File: src/sfec_pkg.sv
// constants shared by the flash erase and parameter-table controller
package sfec_pkg;
  // system clock
  localparam longint unsigned CLK_HZ = 64'd100_000_000;
  // command opcodes
  localparam logic [7:0] OP_WR_ENABLE = 8'h06;
  localparam logic [7:0] OP_WR_DISABLE = 8'h04;
  localparam logic [7:0] OP_RD_STATUS = 8'h05;
  localparam logic [7:0] OP_ERASE_BULK = 8'hC7;
  localparam logic [7:0] OP_ERASE_SECT = 8'hD8;
  localparam logic [7:0] OP_ERASE_SUB = 8'h20;
  localparam logic [7:0] OP_RD_TABLE = 8'h5A;
  // serial clock counts within one frame
  localparam logic [7:0] OPCODE_BITS = 8'h08;
  localparam logic [7:0] ADDR_END_BITS = 8'h20;
  localparam logic [7:0] TABLE_FIRST_CLK = 8'h28;
  localparam logic [7:0] BIT_CNT_MAX = 8'hFF;
  // erase kinds on the array port
  localparam logic [1:0] ERASE_NONE = 2'h0;
  localparam logic [1:0] ERASE_BULK = 2'h1;
  localparam logic [1:0] ERASE_SECT = 2'h2;
  localparam logic [1:0] ERASE_SUB = 2'h3;
  // status byte layout
  localparam int STAT_WIP_BIT = 0;
  localparam int STAT_WEL_BIT = 1;
  // self-timed erase cycle times in ms
  localparam longint unsigned T_ERASE_BULK_MS = 64'd25000;
  localparam longint unsigned T_ERASE_SECT_MS = 64'd2000;
  localparam longint unsigned T_ERASE_SUB_MS = 64'd400;
  localparam logic [31:0] ERASE_BULK_CYC =
    32'(T_ERASE_BULK_MS * CLK_HZ / 64'd1000);
  localparam logic [31:0] ERASE_SECT_CYC =
    32'(T_ERASE_SECT_MS * CLK_HZ / 64'd1000);
  localparam logic [31:0] ERASE_SUB_CYC =
    32'(T_ERASE_SUB_MS * CLK_HZ / 64'd1000);
  // parameter-table buffer
  localparam int TABLE_FIFO_WIDTH = 8;
  localparam int TABLE_FIFO_DEPTH = 16;
  localparam logic [7:0] TABLE_FILL = 8'hFF;
endpackage

File: src/sfec_ctrl.sv
// serial flash erase, write-enable, status and parameter-table controller
`timescale 1ns/100ps
module sfec_ctrl
  import sfec_pkg::*;
#(
  parameter logic [31:0] BULK_CYC = ERASE_BULK_CYC,
  parameter logic [31:0] SECT_CYC = ERASE_SECT_CYC,
  parameter logic [31:0] SUB_CYC = ERASE_SUB_CYC
)(
  // clock and reset
  input wire logic clk_sys_in,
  input wire logic rst_n_in,
  // serial pins
  input wire logic chip_sel_n_in,
  input wire logic serial_clock_in,
  input wire logic serial_data_io0_in,
  output logic serial_data_io1_out,
  output logic serial_data_io1_oe_out,
  // array erase port
  output logic erase_start_out,
  output logic [1:0] erase_kind_out,
  output logic [23:0] erase_addr_out,
  // status and power
  output logic wip_out,
  output logic wel_out,
  output logic standby_out
);
  logic sclk_s1, sclk_s2, sclk_s3, cs_s1, cs_s2, cs_s3, d0_s1, d0_s2;
  logic sclk_rise, sclk_fall, cs_rise;
  logic [7:0] bit_cnt_reg, bit_cnt_next, opcode_reg, opcode_next;
  logic [31:0] shift_reg, shift_next, timer_reg, timer_next;
  logic wel_reg, wel_next, wip_reg, wip_next;
  logic start_reg, start_next, standby_reg, standby_next;
  logic [1:0] kind_reg, kind_next;
  logic [23:0] addr_reg, addr_next;
  logic [7:0] tx_byte_reg, tx_byte_next, pf_ptr_reg, pf_ptr_next;
  logic [2:0] tx_bit_reg, tx_bit_next;
  logic io1_reg, io1_next, oe_reg, oe_next, pf_on_reg, pf_on_next;
  logic tx_en, pop, fifo_in_ready, fifo_out_valid;
  logic [7:0] fifo_out_data, load_byte;

  // read-only parameter table; unlisted bytes read as fill
  function automatic logic [7:0] table_byte(input logic [7:0] idx);
    unique case (idx)
      8'h00: table_byte = 8'h53;
      8'h01: table_byte = 8'h46;
      8'h02: table_byte = 8'h44;
      8'h03: table_byte = 8'h50;
      default: table_byte = TABLE_FILL;
    endcase
  endfunction

  // two-stage synchronisers; third stage only for edge finding
  always_ff @(posedge clk_sys_in or negedge rst_n_in)
  begin
    if (!rst_n_in)
    begin
      {sclk_s1, sclk_s2, sclk_s3} <= 3'h0;
      {cs_s1, cs_s2, cs_s3} <= 3'h7;
      {d0_s1, d0_s2} <= 2'h0;
    end
    else
    begin
      {sclk_s1, sclk_s2, sclk_s3} <= {serial_clock_in, sclk_s1, sclk_s2};
      {cs_s1, cs_s2, cs_s3} <= {chip_sel_n_in, cs_s1, cs_s2};
      {d0_s1, d0_s2} <= {serial_data_io0_in, d0_s1};
    end
  end

  assign sclk_rise = sclk_s2 && !sclk_s3;
  assign sclk_fall = !sclk_s2 && sclk_s3;
  assign cs_rise = cs_s2 && !cs_s3;
  sfec_fifo #(.WIDTH(TABLE_FIFO_WIDTH), .DEPTH(TABLE_FIFO_DEPTH))
  u_table_fifo (
    .clk_sys_in(clk_sys_in),
    .rst_n_in(rst_n_in),
    .flush_in(cs_s2),
    .in_valid_in(pf_on_reg),
    .in_data_in(table_byte(pf_ptr_reg)),
    .in_ready_out(fifo_in_ready),
    .out_valid_out(fifo_out_valid),
    .out_data_out(fifo_out_data),
    .out_ready_in(pop)
  );

  always_comb
  begin
    {bit_cnt_next, opcode_next, shift_next, timer_next} =
      {bit_cnt_reg, opcode_reg, shift_reg, timer_reg};
    {wel_next, wip_next, kind_next, addr_next} =
      {wel_reg, wip_reg, kind_reg, addr_reg};
    {tx_byte_next, tx_bit_next, io1_next, oe_next} =
      {tx_byte_reg, tx_bit_reg, io1_reg, oe_reg};
    {pf_ptr_next, pf_on_next} = {pf_ptr_reg, pf_on_reg};
    {start_next, pop} = 2'h0;
    load_byte = {6'h00, wel_reg, wip_reg};
    tx_en = (opcode_reg == OP_RD_STATUS && bit_cnt_reg >= OPCODE_BITS) ||
            (opcode_reg == OP_RD_TABLE && pf_on_reg &&
             bit_cnt_reg >= TABLE_FIRST_CLK);
    if (cs_s2)
    begin
      bit_cnt_next = '0;
      tx_bit_next = '0;
      oe_next = 1'b0;
      pf_on_next = 1'b0;
    end
    else
    begin
      if (sclk_rise)
      begin
        shift_next = {shift_reg[30:0], d0_s2};
        if (bit_cnt_reg != BIT_CNT_MAX)
          bit_cnt_next = bit_cnt_reg + 8'h01;
        if (bit_cnt_reg == OPCODE_BITS - 8'h01)
          opcode_next = {shift_reg[6:0], d0_s2};
        // table start byte from low address bits, skipped while busy
        if (bit_cnt_reg == ADDR_END_BITS - 8'h01 &&
            opcode_reg == OP_RD_TABLE && !wip_reg)
        begin
          pf_ptr_next = {shift_reg[6:0], d0_s2};
          pf_on_next = 1'b1;
        end
      end
      if (pf_on_reg && fifo_in_ready)
        pf_ptr_next = pf_ptr_reg + 8'h01;
      if (sclk_fall && tx_en)
      begin
        if (tx_bit_reg != 3'h0)
          load_byte = tx_byte_reg;
        else if (opcode_reg == OP_RD_TABLE)
        begin
          load_byte = fifo_out_data;
          pop = fifo_out_valid;
        end
        io1_next = load_byte[7];
        tx_byte_next = {load_byte[6:0], 1'b0};
        tx_bit_next = tx_bit_reg + 3'h1;
        oe_next = 1'b1;
      end
    end
    // self-timed erase countdown
    if (wip_reg)
    begin
      timer_next = timer_reg - 32'h0000_0001;
      if (timer_reg <= 32'h0000_0001)
        wip_next = 1'b0;
    end
    else if (cs_rise)
    begin
      unique case (opcode_reg)
        OP_WR_ENABLE, OP_WR_DISABLE:
          if (bit_cnt_reg == OPCODE_BITS)
            wel_next = (opcode_reg == OP_WR_ENABLE);
        OP_ERASE_BULK:
          if (bit_cnt_reg == OPCODE_BITS && wel_reg)
          begin
            kind_next = ERASE_BULK;
            addr_next = '0;
            timer_next = BULK_CYC;
            start_next = 1'b1;
          end
        OP_ERASE_SECT, OP_ERASE_SUB:
          if (bit_cnt_reg == ADDR_END_BITS && wel_reg)
          begin
            // any address inside the block selects it
            kind_next = (opcode_reg == OP_ERASE_SECT) ?
                        ERASE_SECT : ERASE_SUB;
            addr_next = shift_reg[23:0];
            timer_next = (opcode_reg == OP_ERASE_SECT) ?
                         SECT_CYC : SUB_CYC;
            start_next = 1'b1;
          end
        default:
          wel_next = wel_reg;
      endcase
      if (start_next)
      begin
        wip_next = 1'b1;
        wel_next = 1'b0;
      end
    end
    standby_next = cs_s2 && !wip_next;
  end
  always_ff @(posedge clk_sys_in or negedge rst_n_in)
  begin
    if (!rst_n_in)
    begin
      {bit_cnt_reg, opcode_reg, shift_reg, timer_reg} <= '0;
      {wel_reg, wip_reg, start_reg, standby_reg} <= 4'h1;
      {kind_reg, addr_reg} <= {ERASE_NONE, 24'h00_0000};
      {tx_byte_reg, tx_bit_reg, io1_reg, oe_reg} <= '0;
      {pf_ptr_reg, pf_on_reg} <= '0;
    end
    else
    begin
      {bit_cnt_reg, opcode_reg, shift_reg, timer_reg} <=
        {bit_cnt_next, opcode_next, shift_next, timer_next};
      {wel_reg, wip_reg, start_reg, standby_reg} <=
        {wel_next, wip_next, start_next, standby_next};
      {kind_reg, addr_reg} <= {kind_next, addr_next};
      {tx_byte_reg, tx_bit_reg, io1_reg, oe_reg} <=
        {tx_byte_next, tx_bit_next, io1_next, oe_next};
      {pf_ptr_reg, pf_on_reg} <= {pf_ptr_next, pf_on_next};
    end
  end

  assign {serial_data_io1_out, serial_data_io1_oe_out} = {io1_reg, oe_reg};
  assign {erase_start_out, erase_kind_out} = {start_reg, kind_reg};
  assign erase_addr_out = addr_reg;
  assign {wip_out, wel_out, standby_out} = {wip_reg, wel_reg, standby_reg};
endmodule

File: src/sfec_fifo.sv
// synchronous fifo with valid/ready on both sides and a flush
`timescale 1ns/100ps
module sfec_fifo #(
  parameter int WIDTH = 8,
  parameter int DEPTH = 16
)(
  // clock and reset
  input wire logic clk_sys_in,
  input wire logic rst_n_in,
  input wire logic flush_in,
  // fill side
  input wire logic in_valid_in,
  input wire logic [WIDTH-1:0] in_data_in,
  output logic in_ready_out,
  // drain side
  output logic out_valid_out,
  output logic [WIDTH-1:0] out_data_out,
  input wire logic out_ready_in
);
  localparam int AW = $clog2(DEPTH);
  logic [WIDTH-1:0] mem_reg [DEPTH];
  logic [AW-1:0] wr_reg, wr_next, rd_reg, rd_next;
  logic [AW:0] cnt_reg, cnt_next;
  logic push, pop;

  always_comb
  begin
    in_ready_out = (cnt_reg != (AW+1)'(DEPTH)) && !flush_in;
    out_valid_out = (cnt_reg != '0) && !flush_in;
    out_data_out = mem_reg[rd_reg];
    push = in_valid_in && in_ready_out;
    pop = out_valid_out && out_ready_in;
    wr_next = push ? wr_reg + AW'(1) : wr_reg;
    rd_next = pop ? rd_reg + AW'(1) : rd_reg;
    cnt_next = cnt_reg + (AW+1)'(push) - (AW+1)'(pop);
    if (flush_in)
    begin
      wr_next = '0;
      rd_next = '0;
      cnt_next = '0;
    end
  end

  always_ff @(posedge clk_sys_in or negedge rst_n_in)
  begin
    if (!rst_n_in)
    begin
      wr_reg <= '0;
      rd_reg <= '0;
      cnt_reg <= '0;
    end
    else
    begin
      wr_reg <= wr_next;
      rd_reg <= rd_next;
      cnt_reg <= cnt_next;
    end
  end

  always_ff @(posedge clk_sys_in)
  begin
    if (push)
      mem_reg[wr_reg] <= in_data_in;
  end
endmodule

File: config.mk
export PLATFORM = sky130hd
export DESIGN_NAME = sfec_ctrl
export DESIGN_NICKNAME = d
export VERILOG_FILES = /design/src/sfec_pkg.sv /design/src/sfec_ctrl.sv /design/src/sfec_fifo.sv
export SDC_FILE = /design/constraint.sdc
export NUM_CORES = 1
export LEC_CHECK = 0
export BUFFER_PORTS_ARGS = -buffer_cell sky130_fd_sc_hd__buf_2
export CORE_MARGIN = 4
export CORE_UTILIZATION = 56
export DETAILED_ROUTE_END_ITERATION = 6
export PLACE_DENSITY = 0.74
export SYNTH_ARGS = -nofsm -noshare
export SYNTH_HDL_FRONTEND = slang
export SYNTH_SLANG_ARGS = --single-unit
File: constraint.sdc
create_clock -name clk_sys_in -period 3.24 [get_ports clk_sys_in]
set_input_delay 0.648 -clock clk_sys_in [delete_from_list [all_inputs] [get_ports clk_sys_in]]
set_output_delay 0.648 -clock clk_sys_in [all_outputs]
set_load 0.02 [all_outputs]
==> flow_results.xml <==
<?xml version="1.0" encoding="UTF-8"?>
<metrics>
  <group name="floorplan">
    <metric name="area_of_the_die" unit="um2">20600</metric>
    <metric name="pin_count" unit="">37</metric>
    <metric name="placementRows" unit="">49</metric>
    <metric name="placeable_area" unit="um2">18000</metric>
    <metric name="horiz_die_dim" unit="um">144</metric>
    <metric name="floorplan.die.height" unit="um">144</metric>
    <metric name="floorplan.initialDensity" unit="%">57.0</metric>
  </group>
  <group name="logic_synthesis">
    <metric name="post_synth_main_area_contributors" unit="">sky130_fd_sc_hd__dfrtp_1 (34%), sky130_fd_sc_hd__edfxtp_1 (23%), sky130_fd_sc_hd__mux2_2 (4.4%)</metric>
    <metric name="avgSynthCellArea" unit="um2">12.8</metric>
    <metric name="number_of_nets_produced_by_synthesis" unit="">828</metric>
    <metric name="synth_warnings" unit="">0</metric>
    <metric name="synth_instances" unit="">801</metric>
    <metric name="synth_seq_area_share" unit="%">58.5</metric>
    <metric name="synth.ff_latch_count" unit="">224</metric>
    <metric name="ys.flop_type" unit="">sky130_fd_sc_hd__dfrtp_1</metric>
    <metric name="synth_enable_flop_cells" unit="">80</metric>
    <metric name="synth_async_sr_flop_share" unit="%">64.3</metric>
    <metric name="synth.cell_area" unit="um2">10300</metric>
    <metric name="synth_top_area_share" unit="%">34.1</metric>
    <metric name="ys_types" unit="">78</metric>
    <metric name="synth_top_area_cell" unit="">sky130_fd_sc_hd__dfrtp_1</metric>
  </group>
  <group name="clocking">
    <metric name="clock_transition_at_the_registers_of_the_reported_paths" unit="ns">0.06</metric>
    <metric name="cts-buffers-inserted" unit="">24</metric>
    <metric name="cts_hold_buf" unit="">0</metric>
    <metric name="clkSinkCount" unit="">224</metric>
    <metric name="clkLatencyLatePin" unit="ns">0.53</metric>
    <metric name="clk_root_buffer_cell" unit="">sky130_fd_sc_hd__clkbuf_16</metric>
    <metric name="cts_tree" unit="">yes</metric>
    <metric name="cts_buffer_depth" unit="">3</metric>
    <metric name="htreeDepth" unit="">1</metric>
  </group>
  <group name="final_layout">
    <metric name="multi_input_area" unit="um2">4060</metric>
    <metric name="post_layout_nonfiller_instances" unit="">1105</metric>
    <metric name="drive_above_1_share" unit="%">24.2</metric>
    <metric name="largest_reg_flops" unit="">80</metric>
    <metric name="fin_util" unit="%">65.1</metric>
    <metric name="finish.net_count" unit="">886</metric>
    <metric name="seqCellArea" unit="um2">6010</metric>
    <metric name="antennaDiodeCount" unit="">0</metric>
    <metric name="layout_overhead_on_the_synthesized_area" unit="%">14.1</metric>
    <metric name="n_fill_cell" unit="">1334</metric>
  </group>
  <group name="place">
    <metric name="post-place-ws" unit="ns">-0.0365</metric>
    <metric name="port_buffers" unit="">36</metric>
    <metric name="hpwl" unit="um">14700</metric>
    <metric name="placed_cells_incl_taps" unit="">1057</metric>
    <metric name="gp_congestion" unit="">0.842</metric>
  </group>
  <group name="global_route">
    <metric name="number_of_antenna_violations_at_the_first_check_in_global_routing" unit="">0</metric>
    <metric name="grt_first_pass_wirelength" unit="um">37000</metric>
    <metric name="grt_max_degree" unit="">76</metric>
    <metric name="gr-usage-all-layers" unit="%">22.2</metric>
    <metric name="globalRoute.totalOverflow" unit="">0</metric>
    <metric name="grt_pass1_vias" unit="">7119</metric>
  </group>
  <group name="timing">
    <metric name="totalNegativeSetupSlack" unit="ns">0</metric>
    <metric name="tightestPinTransition" unit="ns">0.875</metric>
    <metric name="number_of_endpoints_with_negative_hold_slack_in_the_final_report" unit="">0</metric>
    <metric name="finalSetupViolations" unit="">0</metric>
    <metric name="timing.final.crit_share" unit="%">99.5</metric>
    <metric name="rsz_0062_raised_after_global_routing" unit="">true</metric>
    <metric name="final_critical_path_setup_slack" unit="ns">0.0154</metric>
    <metric name="time_the_worst_path_needs_with_i_o_delays_and_setup" unit="ns">3.22</metric>
    <metric name="max-slew-margin-rel" unit="%">40.1</metric>
    <metric name="finalClockSkew" unit="ns">0.0139</metric>
    <metric name="drv_slew" unit="">0</metric>
    <metric name="maxClockFrequency" unit="MHz">310</metric>
    <metric name="fin_hold_ws" unit="ns">0.130</metric>
  </group>
  <group name="flow_run">
    <metric name="max_cap_viol_count" unit="">0</metric>
  </group>
  <group name="pwr">
    <metric name="p_int" unit="uW">4630</metric>
    <metric name="irDropWorstVdd" unit="V">0.000520</metric>
    <metric name="switchingPower" unit="uW">1260</metric>
    <metric name="seq_power_share" unit="%">51.7</metric>
    <metric name="power-per-cell-area" unit="nW/um2">503</metric>
    <metric name="sw_frac_of_total" unit="%">21.4</metric>
    <metric name="clock_power_share" unit="%">46.1</metric>
    <metric name="leak" unit="uW">0.00511</metric>
    <metric name="share_comb_of_total_power" unit="%">2.2</metric>
  </group>
  <group name="worst_setup_path">
    <metric name="startpoint_type" unit="">flop</metric>
    <metric name="crit_type" unit="">reg -&gt; reg</metric>
    <metric name="reg2reg_slack" unit="ns">0.02</metric>
    <metric name="worst-endpoint-required" unit="ns">3.64</metric>
    <metric name="crit_fanout" unit="">3</metric>
    <metric name="cp-end-kind" unit="">flop</metric>
    <metric name="cp_data_arrival_time" unit="ns">3.63</metric>
  </group>
  <group name="detailed_routing">
    <metric name="drt_drc_violations_left" unit="">0</metric>
    <metric name="drtAntennaViolNets" unit="">0</metric>
    <metric name="post_drt_via_cell_ratio" unit="">6.27</metric>
    <metric name="wl" unit="um">22300</metric>
    <metric name="route.vias.total" unit="">6933</metric>
    <metric name="detail_route.iter0.violations" unit="">592</metric>
    <metric name="wl_per_cell" unit="um">20.2</metric>
    <metric name="first_pass_iters" unit="">5</metric>
  </group>
  <group name="run_status">
    <metric name="run_status" unit="">complete, no violations</metric>
  </group>
  <group name="min_path">
    <metric name="timing.hold.worst.class" unit="">in -&gt; async</metric>
  </group>
</metrics>
[cells in the mapped netlist (4+ instances only)]
cell / count
sky130_fd_sc_hd__dfrtp_1: 140
sky130_fd_sc_hd__ha_1: 21
sky130_fd_sc_hd__and4_1: 6
sky130_fd_sc_hd__nand4b_1: 4
sky130_fd_sc_hd__a21oi_1: 31
sky130_fd_sc_hd__or3_1: 12
sky130_fd_sc_hd__o22ai_1: 10
sky130_fd_sc_hd__and3_1: 5
sky130_fd_sc_hd__mux2_2: 40
sky130_fd_sc_hd__and2_1: 14
sky130_fd_sc_hd__nor2_1: 45
sky130_fd_sc_hd__nor4_1: 18
sky130_fd_sc_hd__nand3b_1: 4
sky130_fd_sc_hd__buf_2: 6
sky130_fd_sc_hd__nand2b_1: 8
sky130_fd_sc_hd__o221a_2: 5
sky130_fd_sc_hd__o31ai_1: 5
sky130_fd_sc_hd__nand4_1: 9
sky130_fd_sc_hd__a22o_1: 26
sky130_fd_sc_hd__inv_1: 29
sky130_fd_sc_hd__or4_1: 12
sky130_fd_sc_hd__nand3_1: 12
sky130_fd_sc_hd__dfstp_2: 4
sky130_fd_sc_hd__xor2_1: 11
sky130_fd_sc_hd__xnor2_1: 20
sky130_fd_sc_hd__mux4_2: 19
sky130_fd_sc_hd__a2bb2oi_1: 6
sky130_fd_sc_hd__clkbuf_1: 28
sky130_fd_sc_hd__nand2_1: 31
sky130_fd_sc_hd__nor2b_1: 13
sky130_fd_sc_hd__edfxtp_1: 80
sky130_fd_sc_hd__nor3_1: 19
sky130_fd_sc_hd__mux2i_1: 12
sky130_fd_sc_hd__o21ai_0: 26
sky130_fd_sc_hd__or2_2: 5
sky130_fd_sc_hd__a31oi_1: 4
[critical path, cell delays in order, from the launching register on]
cell and delay (ns):
sky130_fd_sc_hd__dfrtp_1 0.38, sky130_fd_sc_hd__or4b_4 0.58, sky130_fd_sc_hd__nor4_4 0.28, sky130_fd_sc_hd__a2bb2oi_2 0.10, sky130_fd_sc_hd__or2_4 0.27, sky130_fd_sc_hd__nor2_2 0.08
sky130_fd_sc_hd__ha_1 0.23, sky130_fd_sc_hd__inv_1 0.06, sky130_fd_sc_hd__ha_2 0.19, sky130_fd_sc_hd__inv_2 0.04, sky130_fd_sc_hd__fa_2 0.33, sky130_fd_sc_hd__buf_4 0.14
sky130_fd_sc_hd__buf_4 0.13, sky130_fd_sc_hd__xor2_1 0.21, sky130_fd_sc_hd__nor2_1 0.08
[power by group through the flow]
stage          logic [uW]  registers (uW)  clock network [uW]
5_1_grt               147            3060                2900
6_report              130            3050                2720
4_1_cts               134            3050                2770
3_3_place_gp          126            3100                   0
3_5_place_dp          133            3110                   0
2_1_floorplan        73.2            3070                   0
[routing by layer]
metal	up-vias	part of all wire, %	wire [um]	GRT usage (%)
li1	3142	-	-	-
met4	0	1.9	427	4.96
met1	3542	43	9550	31.4
met5	-	0	0	0
met2	206	49	11000	36.4
met3	43	5.9	1310	4.23
[final timing paths]
| path | end | depth (start not counted) | startpoint |
|---|---|---|---|
| setup / recovery | u_table_fifo.cnt_reg[2]$_DFF_PN0_ | 14 | opcode_reg[2]$_DFFE_PN0P_ |
| hold / removal | u_table_fifo.rd_reg[2]$_DFFE_PN0P_ | 1 | rst_n_in |
| min in group clk_sys_in | d0_s1$_DFF_PN0_ | 1 | serial_data_io0_in |
| hold reg to reg | d0_s2$_DFF_PN0_ | 0 | d0_s1$_DFF_PN0_ |
| max in group asynchronous | erase_addr_out[4]$_DFFE_PN0P_ | 2 | rst_n_in |
| setup reg to reg | u_table_fifo.cnt_reg[2]$_DFF_PN0_ | 14 | opcode_reg[2]$_DFFE_PN0P_ |
[final cells by class]
class | count | area share, %
well taps | 229 | 2.44
multi-input cells | 509 | 34.6
flip-flops and latches | 224 | 51.3
repair buffers | 71 | 3.94
clock inverters | 10 | 0.875
inverters | 29 | 0.928
clock buffers | 33 | 5.96
[what timing repair did]
item	in CTS	in global routing
endpoints found under the hold margin	0	0
gates resized for setup	5	11
pin swaps	4	11
buffers inserted	1	4
setup endpoints to repair	1	1
[cell families after synthesis]
kind of cell               count (synthesis)  share of synthesized area [%]
xor gates and xnor gates                  31                           2.64
AOI/OAI and AO/OA                        147                           10.3
muxes                                     71                           9.71
buffers and inverters                     68                           2.66
adders and majority gates                 22                           2.75
and+or+nand+nor                          238                           13.5
DFF                                      224                           58.5
[layout by cell type, fill, tap and decap left out, types with 19 or more instances in the layout]
| master | n |
|---|---|
| sky130_fd_sc_hd__nor3_1 | 19 |
| sky130_fd_sc_hd__a22o_1 | 26 |
| sky130_fd_sc_hd__xnor2_1 | 20 |
| sky130_fd_sc_hd__clkbuf_16 | 25 |
| sky130_fd_sc_hd__ha_1 | 20 |
| sky130_fd_sc_hd__a21oi_1 | 30 |
| sky130_fd_sc_hd__buf_2 | 35 |
| sky130_fd_sc_hd__buf_4 | 34 |
| sky130_fd_sc_hd__nand2_1 | 31 |
| sky130_fd_sc_hd__mux4_2 | 19 |
| sky130_fd_sc_hd__edfxtp_1 | 80 |
| sky130_fd_sc_hd__mux2_2 | 40 |
| sky130_fd_sc_hd__inv_1 | 28 |
| sky130_fd_sc_hd__nor2_1 | 41 |
| sky130_fd_sc_hd__dfrtp_1 | 139 |
| sky130_fd_sc_hd__o21ai_0 | 25 |
[per-stage QoR]
step | instance area (um2) | total power, uW
after floorplan | 10300 | 3140
after global placement | 10800 | 3230
after detailed placement | 10800 | 3240
after CTS | 11700 | 5950
after global routing | 11700 | 6100
final | 11700 | 5900
No activity file was read; power rests on OpenSTA's default activity.
